### src/verilog/rss_carrier_oneshot.sv
package rss_pkg;
    // Clock and timing.
    localparam int RSS_CLK_HZ = 100_000_000;
    localparam real RSS_STEP_PERIOD_MS = 10.5;
    localparam int RSS_STEP_PERIOD_CYC = int'(RSS_STEP_PERIOD_MS * RSS_CLK_HZ / 1000.0);
    localparam int RSS_CARRIER_US = 1;
    localparam int RSS_CARRIER_CYC = RSS_CARRIER_US * (RSS_CLK_HZ / 1_000_000);
    localparam int RSS_CARRIER_W = 7;
    localparam int RSS_PERIOD_W = 24;
    localparam int RSS_RATE_COUNT = 4;

    // Register byte addresses.
    localparam logic [4:0] RSS_ADDR_CTRL = 5'h00;
    localparam logic [4:0] RSS_ADDR_STATUS = 5'h04;
    localparam logic [4:0] RSS_ADDR_PERIOD = 5'h08;
    localparam logic [4:0] RSS_ADDR_IRQ_STATUS = 5'h0C;
    localparam logic [4:0] RSS_ADDR_IRQ_MASK = 5'h10;

    // Field positions.
    localparam int RSS_CTRL_STEP_EN = 0;
    localparam int RSS_STAT_RATE_LO = 0;
    localparam int RSS_STAT_PRESENT = 2;
    localparam int RSS_STAT_REQUEST = 3;
    localparam int RSS_STAT_AUTO = 4;
    localparam int RSS_IRQ_STEP = 0;
    localparam int RSS_IRQ_LOST = 1;
    localparam int RSS_IRQ_FOUND = 2;
    localparam int RSS_IRQ_LOCK = 3;

    // Reset values.
    localparam logic RSS_CTRL_RESET = 1'h1;
    localparam logic [1:0] RSS_RATE_RESET = 2'h0;
    localparam logic [3:0] RSS_IRQ_MASK_RESET = 4'h0;

    typedef enum logic {
        RSS_BUS_IDLE = 1'b0,
        RSS_BUS_ACK = 1'b1
    } rss_bus_state_type;

    function automatic logic [1:0] rss_rate_inc(input logic [1:0] rate);
        rss_rate_inc = rate + 2'h1;
    endfunction

    function automatic logic [31:0] rss_be_merge(input logic [31:0] old,
                                                 input logic [31:0] wdata,
                                                 input logic [3:0] be);
        logic [31:0] res;
        res = old;
        for (int i = 0; i < 4; i++) begin
            if (be[i]) begin
                res[i*8 +: 8] = wdata[i*8 +: 8];
            end
        end
        rss_be_merge = res;
    endfunction
endpackage

module rss_carrier_oneshot
    import rss_pkg::*;
(
    input wire logic clk_sys, // System clock.
    input wire logic rst, // Synchronous reset, active high.
    input wire logic clk_en, // Freezes all state while low.
    input wire logic data_in, // Serial data sample.
    output logic present_out // Data transitions seen recently.
);
    typedef struct packed {
        logic prev_data;
        logic [RSS_CARRIER_W-1:0] count;
        logic present;
    } rss_shot_state_type;

    rss_shot_state_type st_reg;
    rss_shot_state_type st_next;

    always_comb begin
        st_next = st_reg;
        st_next.prev_data = data_in;
        if (data_in != st_reg.prev_data) begin
            st_next.count = RSS_CARRIER_W'(RSS_CARRIER_CYC);
        end else if (st_reg.count != '0) begin
            st_next.count = st_reg.count - 1'b1;
        end
        st_next.present = (st_next.count != '0);
    end

    always_ff @(posedge clk_sys) begin
        if (rst) begin
            st_reg <= '0;
        end else if (clk_en) begin
            st_reg <= st_next;
        end
    end

    assign present_out = st_reg.present;

    a_shot_retrigger: assert property (@(posedge clk_sys) disable iff (rst)
        clk_en && (data_in != st_reg.prev_data)
        |=> present_out && st_reg.count == RSS_CARRIER_W'(RSS_CARRIER_CYC))
        else $error("carrier one-shot did not retrigger on a data edge");
endmodule

### src/verilog/rss_rate_search_unit.sv
// Local design decisions: the address map and the Avalon-MM slave port.
module rss_rate_search_unit
    import rss_pkg::*;
#(
    parameter int STEP_PERIOD_CYC = RSS_STEP_PERIOD_CYC
)
(
    input wire logic clk_sys, // System clock, 100 MHz.
    input wire logic rst, // Synchronous reset, active high.
    input wire logic clk_en, // Freezes all state while low.
    input wire logic [4:0] avs_address, // Byte address.
    input wire logic avs_read, // Read request.
    input wire logic avs_write, // Write request.
    input wire logic [31:0] avs_writedata, // Write data.
    input wire logic [3:0] avs_byteenable, // Byte lanes.
    output logic [31:0] avs_readdata, // Read data.
    output logic avs_waitrequest, // Holds the master off.
    input wire logic auto_mode, // High selects automatic rate search.
    input wire logic search_latch_enable, // Step enable and index latch.
    input wire logic mute_n, // Low holds clock and data outputs.
    input wire logic serial_data_in, // Serial input data sample.
    input wire logic freq_unlock_flag, // Frequency detector active.
    input wire logic harmonic_lock_flag, // Loop locked on a harmonic.
    input wire logic recovered_clock_in, // Clock from the loop.
    input wire logic retimed_data_in, // Data from the retiming latch.
    input wire logic rate_bit_low_in, // Rate bus bit 0, pin level.
    output logic rate_bit_low_out, // Rate bus bit 0, driven value.
    output logic rate_bit_low_oe, // Rate bus bit 0, drive enable.
    input wire logic rate_bit_high_in, // Rate bus bit 1, pin level.
    output logic rate_bit_high_out, // Rate bus bit 1, driven value.
    output logic rate_bit_high_oe, // Rate bus bit 1, drive enable.
    output logic recovered_clock_out, // Clock, held while muted.
    output logic retimed_data_out, // Data, held while muted.
    output logic signal_present, // Carrier detect.
    output logic search_request, // Request for a rate search.
    output logic irq // Level interrupt.
);
    typedef struct packed {
        rss_bus_state_type bus_state;
        logic waitreq;
        logic [31:0] rdata;
        logic step_en;
        logic [RSS_PERIOD_W-1:0] period;
        logic [RSS_PERIOD_W-1:0] tick;
        logic [1:0] rate;
        logic rate_oe;
        logic present;
        logic request;
        logic clock_out;
        logic data_out;
        logic [3:0] irq_status;
        logic [3:0] irq_mask;
        logic irq;
    } rss_state_type;

    rss_state_type st_reg;
    rss_state_type st_next;
    rss_state_type st_reset;

    logic shot_present;
    logic stepping;
    logic step_now;
    logic [1:0] pin_rate;
    logic [3:0] irq_set;
    logic [3:0] irq_clr;
    logic bus_req;
    logic wr_now;
    logic [31:0] rd_mux;

    rss_carrier_oneshot u_carrier (
        .clk_sys(clk_sys),
        .rst(rst),
        .clk_en(clk_en),
        .data_in(serial_data_in),
        .present_out(shot_present)
    );

    always_comb begin
        st_reset = '0;
        st_reset.bus_state = RSS_BUS_IDLE;
        st_reset.waitreq = 1'b1;
        st_reset.step_en = RSS_CTRL_RESET;
        st_reset.period = RSS_PERIOD_W'(STEP_PERIOD_CYC);
        st_reset.rate = RSS_RATE_RESET;
        st_reset.irq_mask = RSS_IRQ_MASK_RESET;
    end

    assign pin_rate = {rate_bit_high_in, rate_bit_low_in};
    assign bus_req = avs_read | avs_write;
    // A write lands at the edge on which the master sees waitrequest low.
    assign wr_now = (st_reg.bus_state == RSS_BUS_ACK) && avs_write;

    // The loop pins the search on the oscillator through the latch enable;
    // a missing carrier blocks it whatever the latch enable does.
    assign stepping = auto_mode && search_latch_enable && st_reg.present
        && st_reg.step_en;
    assign step_now = stepping && (st_reg.tick >= st_reg.period - 1'b1);

    always_comb begin
        rd_mux = 32'h0000_0000;
        case (avs_address)
            RSS_ADDR_CTRL: rd_mux[RSS_CTRL_STEP_EN] = st_reg.step_en;
            RSS_ADDR_STATUS: begin
                rd_mux[RSS_STAT_RATE_LO +: 2] = st_reg.rate;
                rd_mux[RSS_STAT_PRESENT] = st_reg.present;
                rd_mux[RSS_STAT_REQUEST] = st_reg.request;
                rd_mux[RSS_STAT_AUTO] = st_reg.rate_oe;
            end
            RSS_ADDR_PERIOD: rd_mux[RSS_PERIOD_W-1:0] = st_reg.period;
            RSS_ADDR_IRQ_STATUS: rd_mux[3:0] = st_reg.irq_status;
            RSS_ADDR_IRQ_MASK: rd_mux[3:0] = st_reg.irq_mask;
            default: rd_mux = 32'h0000_0000;
        endcase
    end

    always_comb begin
        st_next = st_reg;
        irq_set = 4'h0;
        irq_clr = 4'h0;

        // Bus slave: one wait cycle, then a single answer cycle.
        case (st_reg.bus_state)
            RSS_BUS_IDLE: begin
                if (bus_req) begin
                    st_next.bus_state = RSS_BUS_ACK;
                    st_next.waitreq = 1'b0;
                    st_next.rdata = rd_mux;
                end
            end
            RSS_BUS_ACK: begin
                st_next.bus_state = RSS_BUS_IDLE;
                st_next.waitreq = 1'b1;
            end
            default: begin
                st_next.bus_state = RSS_BUS_IDLE;
                st_next.waitreq = 1'b1;
            end
        endcase

        if (wr_now) begin
            case (avs_address)
                RSS_ADDR_CTRL: begin
                    if (avs_byteenable[0]) begin
                        st_next.step_en = avs_writedata[RSS_CTRL_STEP_EN];
                    end
                end
                RSS_ADDR_PERIOD: begin
                    st_next.period = RSS_PERIOD_W'(rss_be_merge(32'(st_reg.period),
                        avs_writedata, avs_byteenable));
                end
                RSS_ADDR_IRQ_STATUS: begin
                    if (avs_byteenable[0]) begin
                        irq_clr = avs_writedata[3:0];
                    end
                end
                RSS_ADDR_IRQ_MASK: begin
                    st_next.irq_mask = 4'(rss_be_merge(32'(st_reg.irq_mask),
                        avs_writedata, avs_byteenable));
                end
                default: begin
                end
            endcase
        end

        // Carrier detect and search request.
        st_next.present = shot_present;
        // The loop clock and retimed data do not feed the request, which is only the
        // carrier gate and the flags; the analog detectors have already folded them into the flags.
        st_next.request = shot_present
            && (freq_unlock_flag || harmonic_lock_flag);

        // Step oscillator and rate index.
        if (!stepping) begin
            st_next.tick = '0;
        end else if (step_now) begin
            st_next.tick = '0;
        end else begin
            st_next.tick = st_reg.tick + 1'b1;
        end
        if (!auto_mode && search_latch_enable) begin
            st_next.rate = pin_rate;
        end else if (step_now) begin
            st_next.rate = rss_rate_inc(st_reg.rate);
            irq_set[RSS_IRQ_STEP] = 1'b1;
        end

        // Rate bus drive: both lines follow the mode pin together.
        st_next.rate_oe = auto_mode;

        // Output hold while muted.
        if (mute_n) begin
            st_next.clock_out = recovered_clock_in;
            st_next.data_out = retimed_data_in;
        end else begin
            st_next.clock_out = st_reg.clock_out;
            st_next.data_out = st_reg.data_out;
        end

        irq_set[RSS_IRQ_LOST] = st_reg.present && !shot_present;
        irq_set[RSS_IRQ_FOUND] = !st_reg.present && shot_present;
        irq_set[RSS_IRQ_LOCK] = st_reg.request && !st_next.request;
        // A new event outranks a clear written in the same cycle.
        st_next.irq_status = (st_reg.irq_status & ~irq_clr) | irq_set;
        st_next.irq = |(st_next.irq_status & st_next.irq_mask);
    end

    always_ff @(posedge clk_sys) begin
        if (rst) begin
            st_reg <= st_reset;
        end else if (clk_en) begin
            st_reg <= st_next;
        end
    end

    assign avs_readdata = st_reg.rdata;
    assign avs_waitrequest = st_reg.waitreq;
    assign rate_bit_low_out = st_reg.rate[0];
    assign rate_bit_high_out = st_reg.rate[1];
    assign rate_bit_low_oe = st_reg.rate_oe;
    assign rate_bit_high_oe = st_reg.rate_oe;
    assign recovered_clock_out = st_reg.clock_out;
    assign retimed_data_out = st_reg.data_out;
    assign signal_present = st_reg.present;
    assign search_request = st_reg.request;
    assign irq = st_reg.irq;

    a_step_wraps_up: assert property (@(posedge clk_sys) disable iff (rst)
        clk_en && step_now && auto_mode |=> st_reg.rate == rss_rate_inc($past(st_reg.rate)))
        else $error("rate index did not advance by one on a step");

    a_step_at_period: assert property (@(posedge clk_sys) disable iff (rst)
        clk_en && step_now |-> st_reg.tick == st_reg.period - 1'b1)
        else $error("rate step came at the wrong tick count");

    a_carrier_blocks_step: assert property (@(posedge clk_sys) disable iff (rst)
        clk_en && auto_mode && !st_reg.present |=> $stable(st_reg.rate))
        else $error("rate index moved with no carrier");

    a_bus_drive_auto: assert property (@(posedge clk_sys) disable iff (rst)
        clk_en && auto_mode |=> rate_bit_low_oe && rate_bit_high_oe)
        else $error("rate bus not driven in automatic mode");

    a_bus_float_manual: assert property (@(posedge clk_sys) disable iff (rst)
        clk_en && !auto_mode |=> !rate_bit_low_oe && !rate_bit_high_oe)
        else $error("rate bus driven in manual mode");

    a_manual_latch_index: assert property (@(posedge clk_sys) disable iff (rst)
        clk_en && !auto_mode && search_latch_enable
        |=> {rate_bit_high_out, rate_bit_low_out} == $past(pin_rate))
        else $error("manual index not latched from the rate bus");

    a_request_gating: assert property (@(posedge clk_sys) disable iff (rst)
        clk_en && search_request |-> ##0 $past(shot_present))
        else $error("search request raised without carrier");

    a_mute_holds_out: assert property (@(posedge clk_sys) disable iff (rst)
        clk_en && !mute_n |=> $stable(recovered_clock_out) && $stable(retimed_data_out))
        else $error("outputs moved while muted");

    a_irq_step_sticky: assert property (@(posedge clk_sys) disable iff (rst)
        clk_en && step_now |=> st_reg.irq_status[RSS_IRQ_STEP])
        else $error("step event not recorded");

    // The step oscillator only counts while the search is enabled.
    a_no_early_step: assert property (@(posedge clk_sys) disable iff (rst)
        clk_en && stepping && st_reg.tick < st_reg.period - 1'b1
        |=> st_reg.rate == $past(st_reg.rate))
        else $error("rate index stepped before the period ended");

    a_tick_counts_up: assert property (@(posedge clk_sys) disable iff (rst)
        clk_en && stepping && !step_now |=> st_reg.tick == $past(st_reg.tick) + 1'b1)
        else $error("step oscillator did not count");

    a_tick_clears_idle: assert property (@(posedge clk_sys) disable iff (rst)
        clk_en && !stepping |=> st_reg.tick == '0)
        else $error("step oscillator kept counting while idle");

    a_wrap_to_zero: assert property (@(posedge clk_sys) disable iff (rst)
        clk_en && step_now && st_reg.rate == 2'h3 |=> st_reg.rate == 2'h0)
        else $error("rate index did not wrap from three to zero");

    a_enable_gates_step: assert property (@(posedge clk_sys) disable iff (rst)
        clk_en && auto_mode && !search_latch_enable |=> st_reg.rate == $past(st_reg.rate))
        else $error("rate index moved with the latch enable low");

    a_manual_holds_index: assert property (@(posedge clk_sys) disable iff (rst)
        clk_en && !auto_mode && !search_latch_enable |=> st_reg.rate == $past(st_reg.rate))
        else $error("manual index moved without a latch pulse");

    // Request and carrier checks look one edge ahead, as both outputs are registered.
    a_request_on_unlock: assert property (@(posedge clk_sys) disable iff (rst)
        clk_en && shot_present && freq_unlock_flag |=> search_request)
        else $error("frequency unlock with carrier raised no request");

    a_request_on_harmonic: assert property (@(posedge clk_sys) disable iff (rst)
        clk_en && shot_present && harmonic_lock_flag |=> search_request)
        else $error("harmonic lock with carrier raised no request");

    a_request_drops_lock: assert property (@(posedge clk_sys) disable iff (rst)
        clk_en && !freq_unlock_flag && !harmonic_lock_flag |=> !search_request)
        else $error("request stayed up after lock");

    a_present_follows: assert property (@(posedge clk_sys) disable iff (rst)
        clk_en |=> signal_present == $past(shot_present))
        else $error("carrier detect output did not follow the one-shot");

    a_lost_sticky: assert property (@(posedge clk_sys) disable iff (rst)
        clk_en && st_reg.present && !shot_present |=> st_reg.irq_status[RSS_IRQ_LOST])
        else $error("carrier loss not recorded");

    a_found_sticky: assert property (@(posedge clk_sys) disable iff (rst)
        clk_en && !st_reg.present && shot_present |=> st_reg.irq_status[RSS_IRQ_FOUND])
        else $error("carrier arrival not recorded");

    a_lock_sticky: assert property (@(posedge clk_sys) disable iff (rst)
        clk_en && st_reg.request && !st_next.request |=> st_reg.irq_status[RSS_IRQ_LOCK])
        else $error("falling request not recorded");

    // Mute high lets the loop outputs through with one register of delay.
    a_mute_passes_through: assert property (@(posedge clk_sys) disable iff (rst)
        clk_en && mute_n |=> recovered_clock_out == $past(recovered_clock_in)
        && retimed_data_out == $past(retimed_data_in))
        else $error("outputs did not follow the loop while unmuted");
endmodule
### config.mk
export PLATFORM = sky130hd
export DESIGN_NAME = rss_rate_search_unit
export DESIGN_NICKNAME = d
export VERILOG_FILES = /design/src/verilog/rss_carrier_oneshot.sv /design/src/verilog/rss_rate_search_unit.sv
export SDC_FILE = /design/constraint.sdc
export NUM_CORES = 1
export LEC_CHECK = 0
export BUFFER_PORTS_ARGS = -buffer_cell sky130_fd_sc_hd__buf_2
export CORE_ASPECT_RATIO = 0.75
export CORE_MARGIN = 1.5
export CORE_UTILIZATION = 38
export CTS_BUF_LIST = sky130_fd_sc_hd__clkbuf_8
export CTS_CLUSTER_SIZE = 16
export DETAILED_ROUTE_END_ITERATION = 6
export MAX_ROUTING_LAYER = met4
export PLACE_DENSITY = 0.58
export SYNTH_ARGS = -nofsm -noshare
export SYNTH_HDL_FRONTEND = slang
export SYNTH_HIERARCHICAL = 1
export SYNTH_SLANG_ARGS = --single-unit
### constraint.sdc
create_clock -name clk_sys -period 4.4 [get_ports clk_sys]
set_input_delay 0.44 -clock clk_sys [delete_from_list [all_inputs] [get_ports clk_sys]]
set_output_delay 0.44 -clock clk_sys [all_outputs]
set_load 0.01 [all_outputs]
==> flow_summary_export.csv <==
group,metric,value,unit
synthesis,yosys-top-cells-area,"dfxtp_1 (35%), ha_1 (6.1%), nor2_1 (5.0%)",
route,via_per_inst,5.34,
worst_setup_path,cp_slowest_cell,"or4_4",
clocking,cts-root-buf,"clkbuf_8",
clocking,cts.reportedPaths.clkPinSlew,0.11,ns
worst_setup_path,cp_max_fo,19,
timing,fin_crit_sh,93.2,%
timing,clock_skew,0.0133,ns
synthesis,synth_common_cells,"dfxtp_1 (100), nor2_1 (76), nand2_1 (74)",
synthesis,synth_ff_type,"dfxtp_1",
placed_design,place.gp.congestion,0.928,
worst_setup_path,r2r_cells,15,
route,post-route-drc-count,0,
synthesis,synth_edf_count,0,
synthesis,syn_area,5710,um^2
placed_design,place_area,6010,um^2
global_routing,met2_usage,29.1,%
timing,relSlewSlack,49.2,%
synthesis,synth_cell_types,69,
layout,fin_area,6230,um^2
min_path,hold_class,"input pin to flop",
worst_setup_path,r2r_end,"st_reg[33]",
clocking,worstSkewPairLatency,0.38,ns
synthesis,synth_seq_cells,100,
global_routing,grt_overflow,0,
power,power_density,284,nW/um^2
layout,layout.nets,812,
layout,register_area,2000,um^2
worst_setup_path,start_kind,"flop",
clocking,cts_tree,"built",
placed_design,place_hpwl,10400,um
worst_setup_path,r2r_setup_slack,0.30,ns
synthesis,netlist_instances,693,
worst_setup_path,cp_slowest_stage_delay,0.60,ns
timing,fin_setup_tns,0,ns
min_path,hold_end,"st_reg[47]",
global_routing,grt_max_degree,71,
global_routing,grt.total_usage,19.4,%
power,leakage,2.50,nW
synthesis,synth_warnings,6,
timing,setup_viol,0,
global_routing,grt.met1_usage,26.8,%
synthesis,syn_area_per_cell,8.24,um^2
worst_setup_path,crit_type,"flop to flop",
route,drt_iter0_drc,479,
clocking,post_cts_buffers,0,
timing,fin_crit,4.10,ns
timing,worstMarginPinSlew,0.762,ns
timing,holdWs,0.285,ns
route,wl_per_cell,15.0,um
floorplan,die_h,109,um
placed_design,portBuffers,80,
global_routing,use_met3,4.04,%
synthesis,yosysTopAreaCell,"dfxtp_1",
route,vias,4982,
worst_setup_path,r2r-start,"st_reg[48]",
worst_setup_path,crit_top_cell,"nor4_4",
min_path,min-delay-start,"avs_writedata[7]",
global_routing,grt_most_used_layer,"met2",
route,drt_first_pass_iters,7,
layout,layout-drive-gt1-share,16.9,%
power,peakVddDrop,0.215,mV
timing,finalHoldViolations,0,
placed_design,dp_slack,0.271,ns
worst_setup_path,cp.arrival,4.37,ns
min_path,hold_depth,3,
layout,multi_input_area,3300,um^2
layout,post-route-util,42.9,%
layout,syn_to_final_growth,9.23,%
clocking,numCtsBuffers,9,
clocking,clock_sinks,100,
layout,diodes,0,
timing,setup_ws,0.300,ns
clocking,htreeDepth,3,
worst_setup_path,crit_required,4.67,ns
timing,rsz0062_at_grt,"false",
floorplan,coreArea,14500,um^2
route,wl,14000,um
route,ant_nets,0,
clocking,cts_buffer_depth,2,
layout,fin_cells,933,
timing,timing.fmax,0.244,GHz
synthesis,async_flop_share,0,%
worst_setup_path,worstPathCellList,"or4_4, nor4_4, nand2b_2, or2_1, nor4_4, xnor2_1, ha_1, nand4_1, nor4_4, o31a_1, a31oi_2, nand3_1, buf_4, o21ai_0, a22o_1",
synthesis,synth_top_area_share,35.1,%
global_routing,grt_pass1_vias,4666,
placed_design,place_inst,917,
layout,fillCellCount,1493,
timing,drv_slew,0,
synthesis,seq_area_frac_synth,35.1,%
floorplan,num_rows,38,
floorplan,start_util,39.2,%
global_routing,grt_pass1_wl,23400,um
floorplan,die_w,145,um
layout,largest_register_ffs,58,
run,maxCapViolCount,0,
run_status,status,"finished, final reports clean",
floorplan,die_area,15800,um^2
global_routing,antenna_found_initial,0,
floorplan,io_pins,98,
worst_setup_path,worst_setup_path_end_kind,"flop",
synthesis,synth.most_common_cell,"dfxtp_1",
power,p_total,1.77,mW
how the worst max path moves through the flow:
stage                        end  slack [ns]        from  cells after the start
6_report              st_reg[33]        0.30  st_reg[48]                     15
5_1_grt               st_reg[35]        0.02  st_reg[40]                     17
4_1_cts        rate_bit_high_out        0.25  st_reg[48]                     14
3_5_place_dp   rate_bit_high_out        0.27  st_reg[48]                     14
3_3_place_gp   rate_bit_high_out        0.39  st_reg[42]                     14
2_1_floorplan         st_reg[22]        0.70  st_reg[48]                     17
where the power goes:
group | internal, mW | leakage (nW) | switching [mW]
sequential | 0.923 | 0.810 | 0.0236
clock | 0.272 | 0.103 | 0.350
combinational | 0.0807 | 1.58 | 0.121
total | 1.28 | 2.50 | 0.495
cell families after synthesis:
logic type      count (synthesis)  share of synthesized area [%]
compound gates                164                           19.6
buf+inv                        80                           7.87
fa+ha+maj                      28                           6.14
simple gates                  280                           24.8
xor+xnor                       28                           4.30
flops                         100                           35.1
mux                            12                           2.13
other cells                     1                         0.0657
placed cells by master, fill, tap and decap left out, types with 8 or more instances in the layout:
cell,count
inv_1,13
nand2b_1,9
nor3_1,14
nor2b_1,11
buf_2,80
a21oi_1,46
nand3_1,32
clkbuf_8,9
ha_1,28
and3_1,9
nand4_1,12
nand2_1,74
nor2_1,76
xor2_1,9
dfxtp_1,100
mux2i_1,11
conb_1,8
a22o_1,18
a22oi_1,23
xnor2_1,19
o21ai_0,32
per-layer routing:
metal / share of wire, % / wire length [um] / vias up
li1: - / - / 2513
met1: 51 / 7220 / 2316
met2: 42 / 5900 / 141
met3: 5.5 / 765 / 12
met4: 1.0 / 142 / 0
met5: 0 / 0 / -
cell type report:
cell class | instances | share of cell area [%]
inverter | 13 | 0.783
clock buffer | 9 | 1.99
timing repair buffer | 84 | 6.90
multi-input combinational | 520 | 52.9
sequential | 100 | 32.1
tap | 200 | 4.01
clock inverter | 7 | 1.28
critical path: cells and delay by family, from the launching register on:
| family | cells | cell delay, ns |
|---|---|---|
| simple gates | 8 | 2.27 |
| compound gates | 4 | 0.66 |
| flops | 1 | 0.39 |
| fa+ha+maj | 1 | 0.31 |
| buf+inv | 1 | 0.25 |
| xor+xnor | 1 | 0.12 |
timing repair:
| action | CTS | global route |
|---|---|---|
| setup endpoints to repair | 0 | 3 |
| hold buffers | 0 | 0 |
| resized for setup | 0 | 2 |
Note: power is estimated with default switching activity, not from simulation.
